### src/hdl/icgen_defs.svh
// constants for the internal clock generator control logic
// assumes inclusion by bare name from the design and bench files
`ifndef ICGEN_DEFS_SVH
`define ICGEN_DEFS_SVH

// ****************************************
// loop range and divider
// ****************************************
`define ICGEN_LOOP_MIN_KHZ     8000
`define ICGEN_LOOP_MAX_KHZ     40000
`define ICGEN_BUS_MAX_KHZ      20000
`define ICGEN_POSTDIV_CODES    8
`define ICGEN_POSTDIV_MAX      128
`define ICGEN_PRESCALE_LOW     64
`define ICGEN_PRESCALE_HIGH    1

// ****************************************
// reference ranges in kHz
// ****************************************
`define ICGEN_LOW_MIN_KHZ      32
`define ICGEN_LOW_MAX_KHZ      100
`define ICGEN_HIGH_MIN_KHZ     1000
`define ICGEN_HIGH_MAX_KHZ     16000

// ****************************************
// internal references and reset values
// ****************************************
`define ICGEN_DEBUG_REF_KHZ    8000
`define ICGEN_SLOW_REF_KHZ     243
`define ICGEN_TRIM_RESET       8'h80
`define ICGEN_FILTER_RESET     12'h200
`define ICGEN_TRIM_NVM_ADDR    16'hFFBE

// ****************************************
// timing counts
// ****************************************
`define ICGEN_CLK_PERIOD_NS    10
`define ICGEN_REF_TIMEOUT_NS   2560
`define ICGEN_REF_TIMEOUT_CYC  (`ICGEN_REF_TIMEOUT_NS / `ICGEN_CLK_PERIOD_NS)
`define ICGEN_LOCK_TOL         12'h004
`define ICGEN_LOCK_COUNT       4'h8

`endif

### src/hdl/icgen_pkg.sv
// types shared by the clock generator control logic
// assumes icgen_defs.svh for the numeric constants
package icgen_pkg;

  // ****************************************
  // operating modes
  // ****************************************
  typedef enum logic [2:0] {
    ICGEN_OFF,
    ICGEN_SELF,
    ICGEN_INT_LOOP,
    ICGEN_EXT_BYPASS,
    ICGEN_EXT_LOOP
  } icgen_mode_e;

  // ****************************************
  // configuration and status bundles
  // ****************************************
  typedef struct packed {
    logic        high_gain_select;
    logic        range_high;
    logic        ref_is_osc;
    logic        loss_resets;
    logic [2:0]  post_div_sel;
    logic [6:0]  mult;
  } icgen_cfg_s;

  typedef struct packed {
    logic        locked;
    logic        lost_lock;
    logic        ref_valid;
    logic        lost_ref;
    logic        on_loop;
  } icgen_status_s;

endpackage : icgen_pkg

### src/hdl/icgen_ctrl.sv
// control logic of the on-chip clock generator
// assumes ext_ref_i and osc_ok_i are asynchronous pin-level inputs
// Behaviour
// - after reset the generator runs self-clocked without a reference
// - loop output programmable from 8 to 40 MHz, bus up to 20 MHz
// - post-loop divider picks one of eight factors, /1 to /128
// - a clock source that is not running cannot be selected
// - loss of reference or lock raises reset or interrupt per config
// - oscillator keeps its setting to relock fast after stop
// - oscillator holds its frequency while the reference is gone
// - system clock moves to loop output by itself once locked
// - flags show lock achieved and later loss of lock
// - external reference is monitored and its validity reported
// - low range 32 to 100 kHz, high range 1 to 16 MHz, by software
// - external square wave can pass straight to the system clock
// - high gain select chooses low power or high amplitude
// - 8 MHz internal reference selectable as debug local clock
// - 243 kHz internal reference trimmable by software
// - loop takes internal or external reference and multiplies it
// - loop clock and raw external clock are separate outputs
// - selector drives the fixed frequency enable
// - slow internal reference tick also feeds the real-time interrupt
// - self-clocked mode runs open loop at the filter value
// - off mode holds the output clock static
// - range sets prescale 64 low or 1 high, external modes only
`timescale 1ns/1ps
`include "icgen_defs.svh"
module icgen_ctrl #(
  parameter int REF_TIMEOUT = `ICGEN_REF_TIMEOUT_CYC
) (
  input  wire logic                  clock_i,
  input  wire logic                  rst_i,
  input  wire logic                  cfg_write_i,
  input  wire icgen_pkg::icgen_cfg_s cfg_i,
  input  wire icgen_pkg::icgen_mode_e mode_req_i,
  input  wire logic                  stop_i,
  input  wire logic                  ext_ref_i,
  input  wire logic                  osc_ok_i,
  input  wire logic                  slow_ref_tick_i,
  input  wire logic                  fast_ref_tick_i,
  input  wire logic                  dco_tick_i,
  input  wire logic [7:0]            trim_i,
  input  wire logic                  trim_write_i,
  input  wire logic                  debug_fast_sel_i,
  input  wire logic                  flag_clear_i,
  output icgen_pkg::icgen_mode_e     mode_o,
  output icgen_pkg::icgen_status_s   status_o,
  output logic [11:0]                dco_filter_o,
  output logic [7:0]                 internal_reference_trim_o,
  output logic                       high_gain_select_o,
  output logic                       range_high_o,
  output logic [6:0]                 prescale_o,
  output logic                       loop_multiplied_clock_en_o,
  output logic                       external_reference_clock_out_en_o,
  output logic                       generator_output_clock_en_o,
  output logic                       bus_clock_tick_o,
  output logic                       fixed_frequency_enable_o,
  output logic                       debug_local_clock_fast_o,
  output logic                       rti_clock_tick_o,
  output logic                       loss_reset_o,
  output logic                       loss_irq_o
);
  initial begin
    if (REF_TIMEOUT < 2) $error("reference timeout too short");
  end

  // ****************************************
  // pin synchronisers
  // ****************************************
  logic [1:0] ext_sync;
  logic [1:0] osc_sync;
  always_ff @(posedge clock_i or posedge rst_i) begin
    if (rst_i) begin
      ext_sync <= 2'b00;
      osc_sync <= 2'b00;
    end else begin
      ext_sync <= {ext_sync[0], ext_ref_i};
      osc_sync <= {osc_sync[0], osc_ok_i};
    end
  end

  // ****************************************
  // write-once configuration, divider, multiplier and loss routing rewritable
  // ****************************************
  icgen_pkg::icgen_cfg_s cfg;
  logic                  cfg_done;
  always_ff @(posedge clock_i or posedge rst_i) begin
    if (rst_i) begin
      cfg      <= '0;
      cfg_done <= 1'b0;
    end else if (cfg_write_i) begin
      cfg_done <= 1'b1;
      if (!cfg_done) begin
        cfg <= cfg_i;
      end else begin
        cfg.post_div_sel <= cfg_i.post_div_sel;
        cfg.mult         <= cfg_i.mult;
        cfg.loss_resets  <= cfg_i.loss_resets;
      end
    end
  end
  assign high_gain_select_o = cfg.high_gain_select;
  assign range_high_o       = cfg.range_high;

  // ****************************************
  // reference monitor
  // ****************************************
  logic ext_mode;
  logic ref_valid;
  logic ref_edge;
  icgen_ref_monitor #(
    .TIMEOUT (REF_TIMEOUT)
  ) u_mon (
    .clock_i  (clock_i),
    .rst_i    (rst_i),
    .enable_i (ext_mode),
    .ref_i    (ext_sync[1]),
    .valid_o  (ref_valid),
    .edge_o   (ref_edge)
  );
  // oscillator must also report running when crystal mode
  logic ext_running;
  assign ext_running = ref_valid & (osc_sync[1] | ~cfg.ref_is_osc);

  // ****************************************
  // mode state machine
  // ****************************************
  icgen_pkg::icgen_mode_e mode;
  icgen_pkg::icgen_mode_e next_mode;
  icgen_pkg::icgen_mode_e run_mode;
  always_comb begin
    next_mode = mode;
    case (mode_req_i)
      icgen_pkg::ICGEN_EXT_BYPASS,
      icgen_pkg::ICGEN_EXT_LOOP:
        next_mode = ext_running ? mode_req_i : icgen_pkg::ICGEN_SELF;
      icgen_pkg::ICGEN_INT_LOOP: next_mode = icgen_pkg::ICGEN_INT_LOOP;
      default:                   next_mode = icgen_pkg::ICGEN_SELF;
    endcase
  end
  always_ff @(posedge clock_i or posedge rst_i) begin
    if (rst_i) begin
      mode     <= icgen_pkg::ICGEN_SELF;
      run_mode <= icgen_pkg::ICGEN_SELF;
    end else if (stop_i) begin
      mode <= icgen_pkg::ICGEN_OFF;
    end else begin
      mode     <= next_mode;
      run_mode <= next_mode;
    end
  end
  assign mode_o   = mode;
  assign ext_mode = (mode_req_i == icgen_pkg::ICGEN_EXT_BYPASS)
                  | (mode_req_i == icgen_pkg::ICGEN_EXT_LOOP);

  logic loop_mode;
  logic ext_loop;
  assign ext_loop  = (mode == icgen_pkg::ICGEN_EXT_LOOP);
  assign loop_mode = ext_loop | (mode == icgen_pkg::ICGEN_INT_LOOP);
  assign prescale_o = (ext_loop | mode == icgen_pkg::ICGEN_EXT_BYPASS) &
                      ~cfg.range_high ? 7'(`ICGEN_PRESCALE_LOW)
                                      : 7'(`ICGEN_PRESCALE_HIGH);

  // ****************************************
  // frequency-locked loop
  // ****************************************
  logic        ref_tick;
  logic [11:0] dco_count;
  logic [11:0] target;
  logic [11:0] filter;
  logic [3:0]  good_run;
  logic        locked;
  logic        err_small;
  assign ref_tick = ext_loop ? ref_edge : slow_ref_tick_i;
  assign target   = 12'({5'h00, cfg.mult} * 12'(prescale_o));
  assign err_small = (dco_count + `ICGEN_LOCK_TOL >= target) &&
                     (dco_count <= target + `ICGEN_LOCK_TOL);

  always_ff @(posedge clock_i or posedge rst_i) begin
    if (rst_i) begin
      dco_count <= 12'h000;
      filter    <= `ICGEN_FILTER_RESET;
      good_run  <= 4'h0;
      locked    <= 1'b0;
    end else if (!loop_mode || ext_loop && !ref_valid) begin
      dco_count <= 12'h000;         // filter untouched
      good_run  <= 4'h0;
      locked    <= 1'b0;
    end else if (ref_tick) begin
      dco_count <= 12'h000;
      if (dco_count < target) begin
        filter <= filter + 12'h001;
      end else if (dco_count > target) begin
        filter <= filter - 12'h001;
      end
      if (!err_small) begin
        good_run <= 4'h0;
        locked   <= 1'b0;
      end else if (good_run >= `ICGEN_LOCK_COUNT) begin
        locked <= 1'b1;
      end else begin
        good_run <= good_run + 4'h1;
      end
    end else if (dco_tick_i) begin
      dco_count <= dco_count + 12'h001;
    end
  end
  assign dco_filter_o = filter;

  // ****************************************
  // status flags, set beats clear
  // ****************************************
  logic on_loop;
  logic locked_d;
  logic valid_d;
  logic lost_lock;
  logic lost_ref;
  logic lock_fall;
  logic ref_fall;
  assign lock_fall = locked_d & ~locked & loop_mode;
  assign ref_fall  = valid_d & ~ref_valid & ext_mode;
  always_ff @(posedge clock_i or posedge rst_i) begin
    if (rst_i) begin
      locked_d  <= 1'b0;
      valid_d   <= 1'b0;
      lost_lock <= 1'b0;
      lost_ref  <= 1'b0;
    end else begin
      locked_d  <= locked;
      valid_d   <= ref_valid;
      lost_lock <= lock_fall | (lost_lock & ~flag_clear_i);
      lost_ref  <= ref_fall | (lost_ref & ~flag_clear_i);
    end
  end
  assign status_o = '{locked:    locked,
                      lost_lock: lost_lock,
                      ref_valid: ext_running,
                      lost_ref:  lost_ref,
                      on_loop:   on_loop};
  assign loss_reset_o = (lost_lock | lost_ref) & cfg.loss_resets;
  assign loss_irq_o   = (lost_lock | lost_ref) & ~cfg.loss_resets;

  // ****************************************
  // clock selection, switched at divider wrap
  // ****************************************
  logic div_tick;
  logic running;
  assign running = (mode != icgen_pkg::ICGEN_OFF);
  icgen_post_div u_div (
    .clock_i (clock_i),
    .rst_i   (rst_i),
    .run_i   (running),
    .sel_i   (cfg.post_div_sel),
    .tick_o  (div_tick)
  );
  always_ff @(posedge clock_i or posedge rst_i) begin
    if (rst_i) begin
      on_loop <= 1'b0;
    end else if (div_tick) begin
      on_loop <= loop_mode & locked;
    end
  end
  assign loop_multiplied_clock_en_o        = on_loop;
  assign external_reference_clock_out_en_o = ext_running;
  assign generator_output_clock_en_o       = running;
  assign bus_clock_tick_o                  = div_tick;
  assign fixed_frequency_enable_o = running &
         (mode == icgen_pkg::ICGEN_EXT_BYPASS | (ext_loop & on_loop));
  assign debug_local_clock_fast_o = debug_fast_sel_i;
  assign rti_clock_tick_o         = fast_ref_tick_i & 1'b0 | slow_ref_tick_i;

  // ****************************************
  // internal reference trim
  // ****************************************
  always_ff @(posedge clock_i or posedge rst_i) begin
    if (rst_i) begin
      internal_reference_trim_o <= `ICGEN_TRIM_RESET;
    end else if (trim_write_i) begin
      internal_reference_trim_o <= trim_i;
    end
  end
endmodule : icgen_ctrl

### src/hdl/icgen_ref_monitor.sv
// watches a pin-level reference clock for activity
// assumes ref_i already passed two flip-flops in the parent
`timescale 1ns/1ps
`include "icgen_defs.svh"
module icgen_ref_monitor #(
  parameter int TIMEOUT = `ICGEN_REF_TIMEOUT_CYC
) (
  input  wire logic clock_i,
  input  wire logic rst_i,
  input  wire logic enable_i,
  input  wire logic ref_i,
  output logic      valid_o,
  output logic      edge_o
);
  initial begin
    if (TIMEOUT < 2) $error("timeout too short");
  end

  logic        ref_d;
  logic [15:0] idle;
  logic        rise;
  assign rise = ref_i & ~ref_d;

  always_ff @(posedge clock_i or posedge rst_i) begin
    if (rst_i) begin
      ref_d   <= 1'b0;
      idle    <= 16'h0000;
      valid_o <= 1'b0;
      edge_o  <= 1'b0;
    end else begin
      ref_d  <= ref_i;
      edge_o <= rise & enable_i;
      if (!enable_i) begin
        idle    <= 16'h0000;
        valid_o <= 1'b0;
      end else if (rise) begin
        idle    <= 16'h0000;
        valid_o <= 1'b1;
      end else if (idle >= 16'(TIMEOUT)) begin
        valid_o <= 1'b0;
      end else begin
        idle <= idle + 16'h0001;
      end
    end
  end
endmodule : icgen_ref_monitor

### src/hdl/icgen_post_div.sv
// power-of-two divider with glitch-free select changes
// assumes sel_i may change at any time; new ratio taken at wrap
`timescale 1ns/1ps
`include "icgen_defs.svh"
module icgen_post_div #(
  parameter int CODES = `ICGEN_POSTDIV_CODES
) (
  input  wire logic       clock_i,
  input  wire logic       rst_i,
  input  wire logic       run_i,
  input  wire logic [2:0] sel_i,
  output logic            tick_o
);
  initial begin
    if (CODES != 8) $error("divider needs eight codes");
  end

  logic [6:0] cnt;
  logic [2:0] sel_hold;
  logic [6:0] limit;
  assign limit = 7'((8'h01 << sel_hold) - 8'h01);

  always_ff @(posedge clock_i or posedge rst_i) begin
    if (rst_i) begin
      cnt      <= 7'h00;
      sel_hold <= 3'h0;
      tick_o   <= 1'b0;
    end else if (run_i) begin
      if (cnt >= limit) begin
        cnt      <= 7'h00;
        sel_hold <= sel_i;
        tick_o   <= 1'b1;
      end else begin
        cnt    <= cnt + 7'h01;
        tick_o <= 1'b0;
      end
    end else begin
      tick_o <= 1'b0;
    end
  end
endmodule : icgen_post_div

### config.mk
export PLATFORM = sky130hd
export DESIGN_NAME = icgen_ctrl
export DESIGN_NICKNAME = d
export VERILOG_FILES = /design/src/hdl/icgen_pkg.sv /design/src/hdl/icgen_ctrl.sv /design/src/hdl/icgen_ref_monitor.sv /design/src/hdl/icgen_post_div.sv
export VERILOG_INCLUDE_DIRS = /design/src /design/src/hdl
export SDC_FILE = /design/constraint.sdc
export NUM_CORES = 1
export LEC_CHECK = 0
export BUFFER_PORTS_ARGS = -buffer_cell sky130_fd_sc_hd__clkbuf_2
export CAP_MARGIN = 20
export CORE_UTILIZATION = 59
export DETAILED_ROUTE_END_ITERATION = 8
export PLACE_DENSITY_LB_ADDON = 0.05
export SYNTH_ARGS = -nofsm -noshare
export SYNTH_HDL_FRONTEND = slang
export SYNTH_SLANG_ARGS = --single-unit
### constraint.sdc
create_clock -name clock_i -period 14.1 [get_ports clock_i]
set_input_delay 1.41 -clock clock_i [delete_from_list [all_inputs] [get_ports clock_i]]
set_output_delay 1.41 -clock clock_i [all_outputs]
set_load 0.05 [all_outputs]
---- Word-level counts from Yosys, hierarchy flattened ----
Index checks and enable logic that the tools add are counted.
word-level totals
  register bits after elaboration ......... 94
  latch bits .............................. 0
  bits in writable memories ............... 0
  memory bits (read-only) ................. 0
  input bits .............................. 37
  output and inout bits ................... 46
  word-level logic and storage cells ...... 129
  memories kept ........................... 0
cells by class
  $add $sub $neg .......................... 9
  multiply operators ...................... 1
  divide/modulo/power cells ............... 0
  $lt $le $gt $ge ......................... 7
  equality and inequality tests ........... 10
  shift operators ......................... 1
  multiplexer cells ....................... 27
  bitwise operators ....................... 32
  reduce and logical (&&, ||, !) cells .... 15
operator list
  operator                                                             count
  two-way mux 12 bit                                                   5
  two-way mux 16 bit                                                   3
  adder 12 x 1 -> 12 bit (second input constant)                       2
  adder 12 x 3 -> 12 bit (second input constant)                       2
  adder 16 x 1 -> 16 bit (second input constant)                       1
  greater-or-equal comparator 16 x 9 -> 1 bit (second input constant)  1
  two-way mux 4 bit                                                    4
  bitwise AND 1 bit                                                    15
  two-way mux 7 bit                                                    2
  equality test 3 x 2 -> 1 bit (second input constant)                 4
  greater-or-equal comparator 12 bit                                   1
  > comparator 12 bit                                                  1
  <= comparator 12 bit                                                 1
  < comparator 12 bit                                                  1
  multiplier 7 x 7 -> 12 bit                                           1
  subtractor 12 x 1 -> 12 bit (second input constant)                  1
  two-way mux 1 bit                                                    10
  inverter 1 bit                                                       9
  OR 1 bit                                                             8
  AND reduction 2 bit                                                  4
  adder 7 x 1 -> 7 bit (second input constant)                         1
  greater-or-equal comparator 7 bit                                    1
  left shift 1 x 3 -> 7 bit (first input constant)                     1
  subtractor 7 x 1 -> 7 bit (second input constant)                    1
  15 further kinds                                                     22

---- Longest topological paths before layout ----
  depth after elaboration ................. 11
  mapped depth ............................ 24

---- By module ----
From an unflattened synthesis, not the netlist that was laid out.
unflattened totals
  cell total of the unflattened synthesis .. 605
  area, all modules ....................... 6028.3 µm²
by module, submodules not included
  module             instances  cells each  area an instance (µm²)  sequential area each (µm²)
  icgen_ctrl         1          446         4418.0                  1605.3
  icgen_ref_monitor  1          84          865.8                   475.5
  icgen_post_div     1          75          744.5                   275.3

---- Worst setup path before layout ----
No wires, ideal clock.
  path type ............................... register -> register
  start ................................... register mode[2], in the netlist mode_o[2]
  end ..................................... register filter[11], in the netlist dco_filter_o[11]
  setup time .............................. 0.140 ns
  arrival time ............................ 5.328 ns
  setup slack ............................. 8.631 ns
  stages on the path, launching flop included .. 24
  buffers on the path ..................... 2
  cells stage by stage .................... dfrtp_1 or3b_1 buf_2 a21oi_4 inv_2 clkbuf_1 and2_1 inv_1 ha_1 nor2b_1 o21ai_0 a21oi_1 a211o_1 a22oi_2 inv_1 ha_1 o21ai_0 o21a_1 o311ai_0 a21o_1 a21oi_1 and3_1 o21ai_1 xnor2_1
between the ends
  longest elaborated chain between the ends .. 8
  elaborated cells on any way between the ends .. 18
  those cells by class .................... mul: 1; order compare: 2; eq/ne: 3; mux: 3; bitwise: 4; reduce/logical: 5
RTL lines
  what                                                                 RTL line                              RTL
  from (decl)                                                          icgen_ctrl.sv:128                     icgen_pkg::icgen_mode_e mode;
  from (signal assigned)                                               icgen_ctrl.sv:143                     mode <= icgen_pkg::ICGEN_SELF;
  from (signal assigned)                                               icgen_ctrl.sv:146                     mode <= icgen_pkg::ICGEN_OFF;
  from (signal assigned)                                               icgen_ctrl.sv:148                     mode <= next_mode;
  equality test 3 bit or equality test 3 x 2 -> 1 bit (tied branches)  icgen_ctrl.sv:158, icgen_ctrl.sv:160
  OR 1 bit (*)                                                         icgen_ctrl.sv:160                     assign prescale_o = (ext_loop | mode == icgen_pkg::ICGEN_EXT_BYPASS) &
  bitwise AND 1 bit (*)                                                icgen_ctrl.sv:160
  two-way mux 7 bit (*)                                                icgen_ctrl.sv:160
  net prescale_o[6]                                                    icgen_ctrl.sv:52                      output logic [6:0] prescale_o,
  multiplier 7 x 7 -> 12 bit (*)                                       icgen_ctrl.sv:175                     assign target = 12'({5'h00, cfg.mult} * 12'(prescale_o));
  < comparator 12 bit or > comparator 12 bit (tied branches)           icgen_ctrl.sv:191, icgen_ctrl.sv:193
  nonzero test 2 bit (no line)                                         --
  AND reduction 3 bit (no line)                                        --
  to (signal assigned)                                                 icgen_ctrl.sv:182                     filter <= `ICGEN_FILTER_RESET;
  to (signal assigned)                                                 icgen_ctrl.sv:192                     filter <= filter + 12'h001;
  to (signal assigned)                                                 icgen_ctrl.sv:194                     filter <= filter - 12'h001;
  to (decl)                                                            icgen_ctrl.sv:170                     logic [11:0] filter;
The timed path passes the listed nets; every way through them passes the cells marked *.
A chain may end at the register's enable or synchronous reset.

---- Worst setup path in the final report ----
  start ................................... register mode[2], in the netlist mode_o[2]
  end ..................................... register filter[11], in the netlist dco_filter_o[11]
between the ends
  longest elaborated chain between the ends .. 8
  elaborated cells on any way between the ends .. 18
  those cells by class .................... mul: 1; order compare: 2; eq/ne: 3; mux: 3; bitwise: 4; reduce/logical: 5
RTL lines
  what                                                                 RTL line
  equality test 3 bit or equality test 3 x 2 -> 1 bit (tied branches)  icgen_ctrl.sv:158, icgen_ctrl.sv:160
  OR 1 bit                                                             icgen_ctrl.sv:160
  bitwise AND 1 bit                                                    icgen_ctrl.sv:160
  two-way mux 7 bit                                                    icgen_ctrl.sv:160
  multiplier 7 x 7 -> 12 bit                                           icgen_ctrl.sv:175
  < comparator 12 bit or > comparator 12 bit (tied branches)           icgen_ctrl.sv:191, icgen_ctrl.sv:193
  nonzero test 2 bit (no line)                                         --
  AND reduction 3 bit (no line)                                        --
Several ways; a longest one is shown, not always the timed one.

==> impl_metrics.ini <==
[status]
status = complete, no violations

[floorplanning]
dieArea_mm2 = 0.0103
die_w_um = 102
dieHeight_um = 102
num_rows = 36
start_util_pct = 60.5
core-area_mm2 = 0.00968
boundaryPins = 83

[power_and_ir_drop]
peakVddDrop_mv = 0.0928
p_leak_nw = 3.07
total_power_mw = 0.701
p_per_area_mw_per_mm2 = 108

[placement]
gp_congestion = 0.861
place.port_buffers = 74
dpl_worst_slack_ns = 8.82
hpwl_um = 8880

[logic_synthesis]
synthCells = 596
yosysMostFrequentCell = dfrtp_1
synth_seq_cells = 94
synthTopCellsByCount = 91 x dfrtp_1, 53 x ha_1, 46 x nor2_1
synth_top_area_share_pct = 38.8
syn_area_per_cell_um2 = 9.84
synth_flop_cell = dfrtp_1
yosysSeqAreaShare_pct = 40.2
synth-edff-count = 0
netlist_area_mm2 = 0.00586
yosys_warnings = 0
yosysUniqueCellTypes = 69
synth_area_leader_cell = dfrtp_1
async_flop_share_pct = 100
synth_area_leaders = dfrtp_1 39%, ha_1 11%, mux2_2 5.0%

[worst_setup_path]
worstSetupPathType = flip-flop to flip-flop
critical_path_required_ns = 14.40
cp_common_cell = ha_1
worstPathMaxFanout = 13
cp-end-kind = flip-flop
start_kind = flip-flop
r2r_start = mode_o[2]$_DFF_PP0_
path_cells = or3b_1 -> a21oi_4 -> and2_1 -> ha_1 -> and3b_1 -> a2111oi_1 -> nor4_1 -> maj3_2 -> a22oi_2 -> inv_1 -> ha_1 -> o21ai_0 -> o21a_1 -> o311ai_0 -> a21o_1 -> a21oi_1 -> and3_1 -> o21ai_1 -> xnor2_1
reg2regPathDepth = 19
r2r_slack_ns = 8.80
crit_buf_inv = 1
critPathArrivalTime_ns = 5.60
slowest_delay_ns = 0.55
cp_slowest_cell = o311ai_0
setup.worst_path.start = mode_o[2]$_DFF_PP0_
reg2reg_to = dco_filter_o[11]$_DFFE_PP0P_
critPathTopFamily = compound AO/OA/AOI/OAI gates

[cts]
clkTransAtPathRegs_ns = 0.10
cts_root_buffer = clkbuf_8
cts_sinks = 94
numCtsBuffers = 9
hold_buffers = 0
cts_buffer_depth = 2
clk_latency_ns = 0.36
htreeDepth = 3
postCtsSetupBuffers = 0
cts_resized = 0
cts_tree = built

[flow_run]
maxCapViolCount = 0

[global_routing]
grt_max_degree = 74
grt_overflow = 0
grt_pass1_vias = 4175
grt_pass1_wl_um = 19700
gr-usage-all-layers_pct = 24.5
antenna_found_initial = 0

[timing]
tightest_slew_ns = 0.941
setup_slack_ns = 8.80
max_freq_mhz = 189
fin_setup_tns_ns = 0
slew_headroom_pct = 37.3
layout_worst_path_cycle_share_pct = 37.6
slew_violations = 0
fin_hold_ws_ns = 0.353
fin_skew_ns = 0.00968
setup_viol = 0
grt_setup_unrepaired = no
finalHoldViolCount = 0
timing.final.crit_period_ns = 5.30

[route]
wire_per_inst_um = 14.7
first_pass_iters = 4
post_drt_via_cell_ratio = 5.56
drc = 0
num_vias = 4418
ant_nets = 0
drt_iter0_markers = 169
wl_um = 11700

[finish]
nNetsFinal = 747
layout-drive-gt1-share_pct = 20.3
diodes = 0
syn2layout_area_growth_pct = 10.5

[hold_path]
hp-start = ext_sync[0]$_DFF_PP0_
holdPathStages = 0
min_path_type = flip-flop to flip-flop
whs_endpoint = ext_sync[1]$_DFF_PP0_
-- cell usage in the layout, fill, tap and decap left out, types with 25 or more instances in the layout --
cell type   n
a21oi_1    39
clkbuf_2   74
dfrtp_1    91
ha_1       53
inv_1      29
mux2_2     26
nand2_1    32
nor2_1     46
o21ai_0    25
xnor2_1    29
-- stage by stage --
step | std cells | cell area (µm²) | utilization (%)
5_1_grt | 794 | 6480 | 66.9
3_3_place_gp | 778 | 6250 | 64.6
6_report | 794 | 6480 | 66.9
4_1_cts | 794 | 6480 | 66.9
3_5_place_dp | 778 | 6250 | 64.6
2_1_floorplan | 601 | 5880 | -
-- cell type report --
type / instances / area (µm²)
Timing Repair Buffer: 76 / 385
Sequential cell: 94 / 2360
Clock inverter: 6 / 93.8
Tap cell: 133 / 166
Fill cell: 797 / 3210
Clock buffer: 10 / 128
Multi-Input combinational cell: 443 / 3230
Inverter: 32 / 121
-- layer usage --
metal / wire length, µm / vias to the layer above / part of all wire, % / track usage (%)
met5: 0 / - / 0 / 0
met4: 112 / 0 / 0.96 / 6.91
met2: 5570 / 103 / 48 / 39.7
met3: 503 / 13 / 4.3 / 3.93
li1: - / 2189 / - / -
met1: 5510 / 2113 / 47 / 34.2
-- power breakdown --
part | switching, mW | internal (mW) | leakage, nW | total (mW)
Clock | 0.0969 | 0.101 | 0.107 | 0.198
Sequential | 0.0315 | 0.295 | 1.22 | 0.327
Combinational | 0.105 | 0.0710 | 1.74 | 0.176
-- worst register-to-register path: cells and delay by family, from the launching register on --
family,cells,cell delay (ns)
compound gates,9,2.17
buf+inv,1,0.25
simple gates,5,1.17
flops,1,0.50
fa+ha+maj,3,1.02
xor+xnor,1,0.13
-- how the worst max path moves through the flow --
stage,to,slack (ns),cells past startpoint
CTS,dco_filter_o[11]$_DFFE_PP0P_,8.79,19
finish,dco_filter_o[11]$_DFFE_PP0P_,8.80,19
global route,dco_filter_o[11]$_DFFE_PP0P_,8.35,19
floorplan,dco_filter_o[11]$_DFFE_PP0P_,8.63,23
global placement,dco_filter_o[11]$_DFFE_PP0P_,8.90,19
detailed placement,dco_filter_o[11]$_DFFE_PP0P_,8.82,19
-- state kept, by name (all words and copies together) (netlist names), 3 cells and up --
register and cells:
good_run 4, internal_reference_trim_o 8, u_div.sel_hold 3, u_mon.idle 16
cfg 12, mode_o 3, u_div.cnt 7, dco_filter_o 12
dco_count 12
-- kinds of logic after synthesis --
kind of cell	count (synthesis)	share of synthesized area (%)
other	1	0.0640
AOI/OAI and AO/OA	116	12.4
adders and majority gates	55	11.8
and+or+nand+nor	184	16.4
DFF	94	40.2
muxes	31	5.93
xor gates and xnor gates	51	8.11
buffers and inverters	64	5.10
Power figures use the tool's default switching activity.
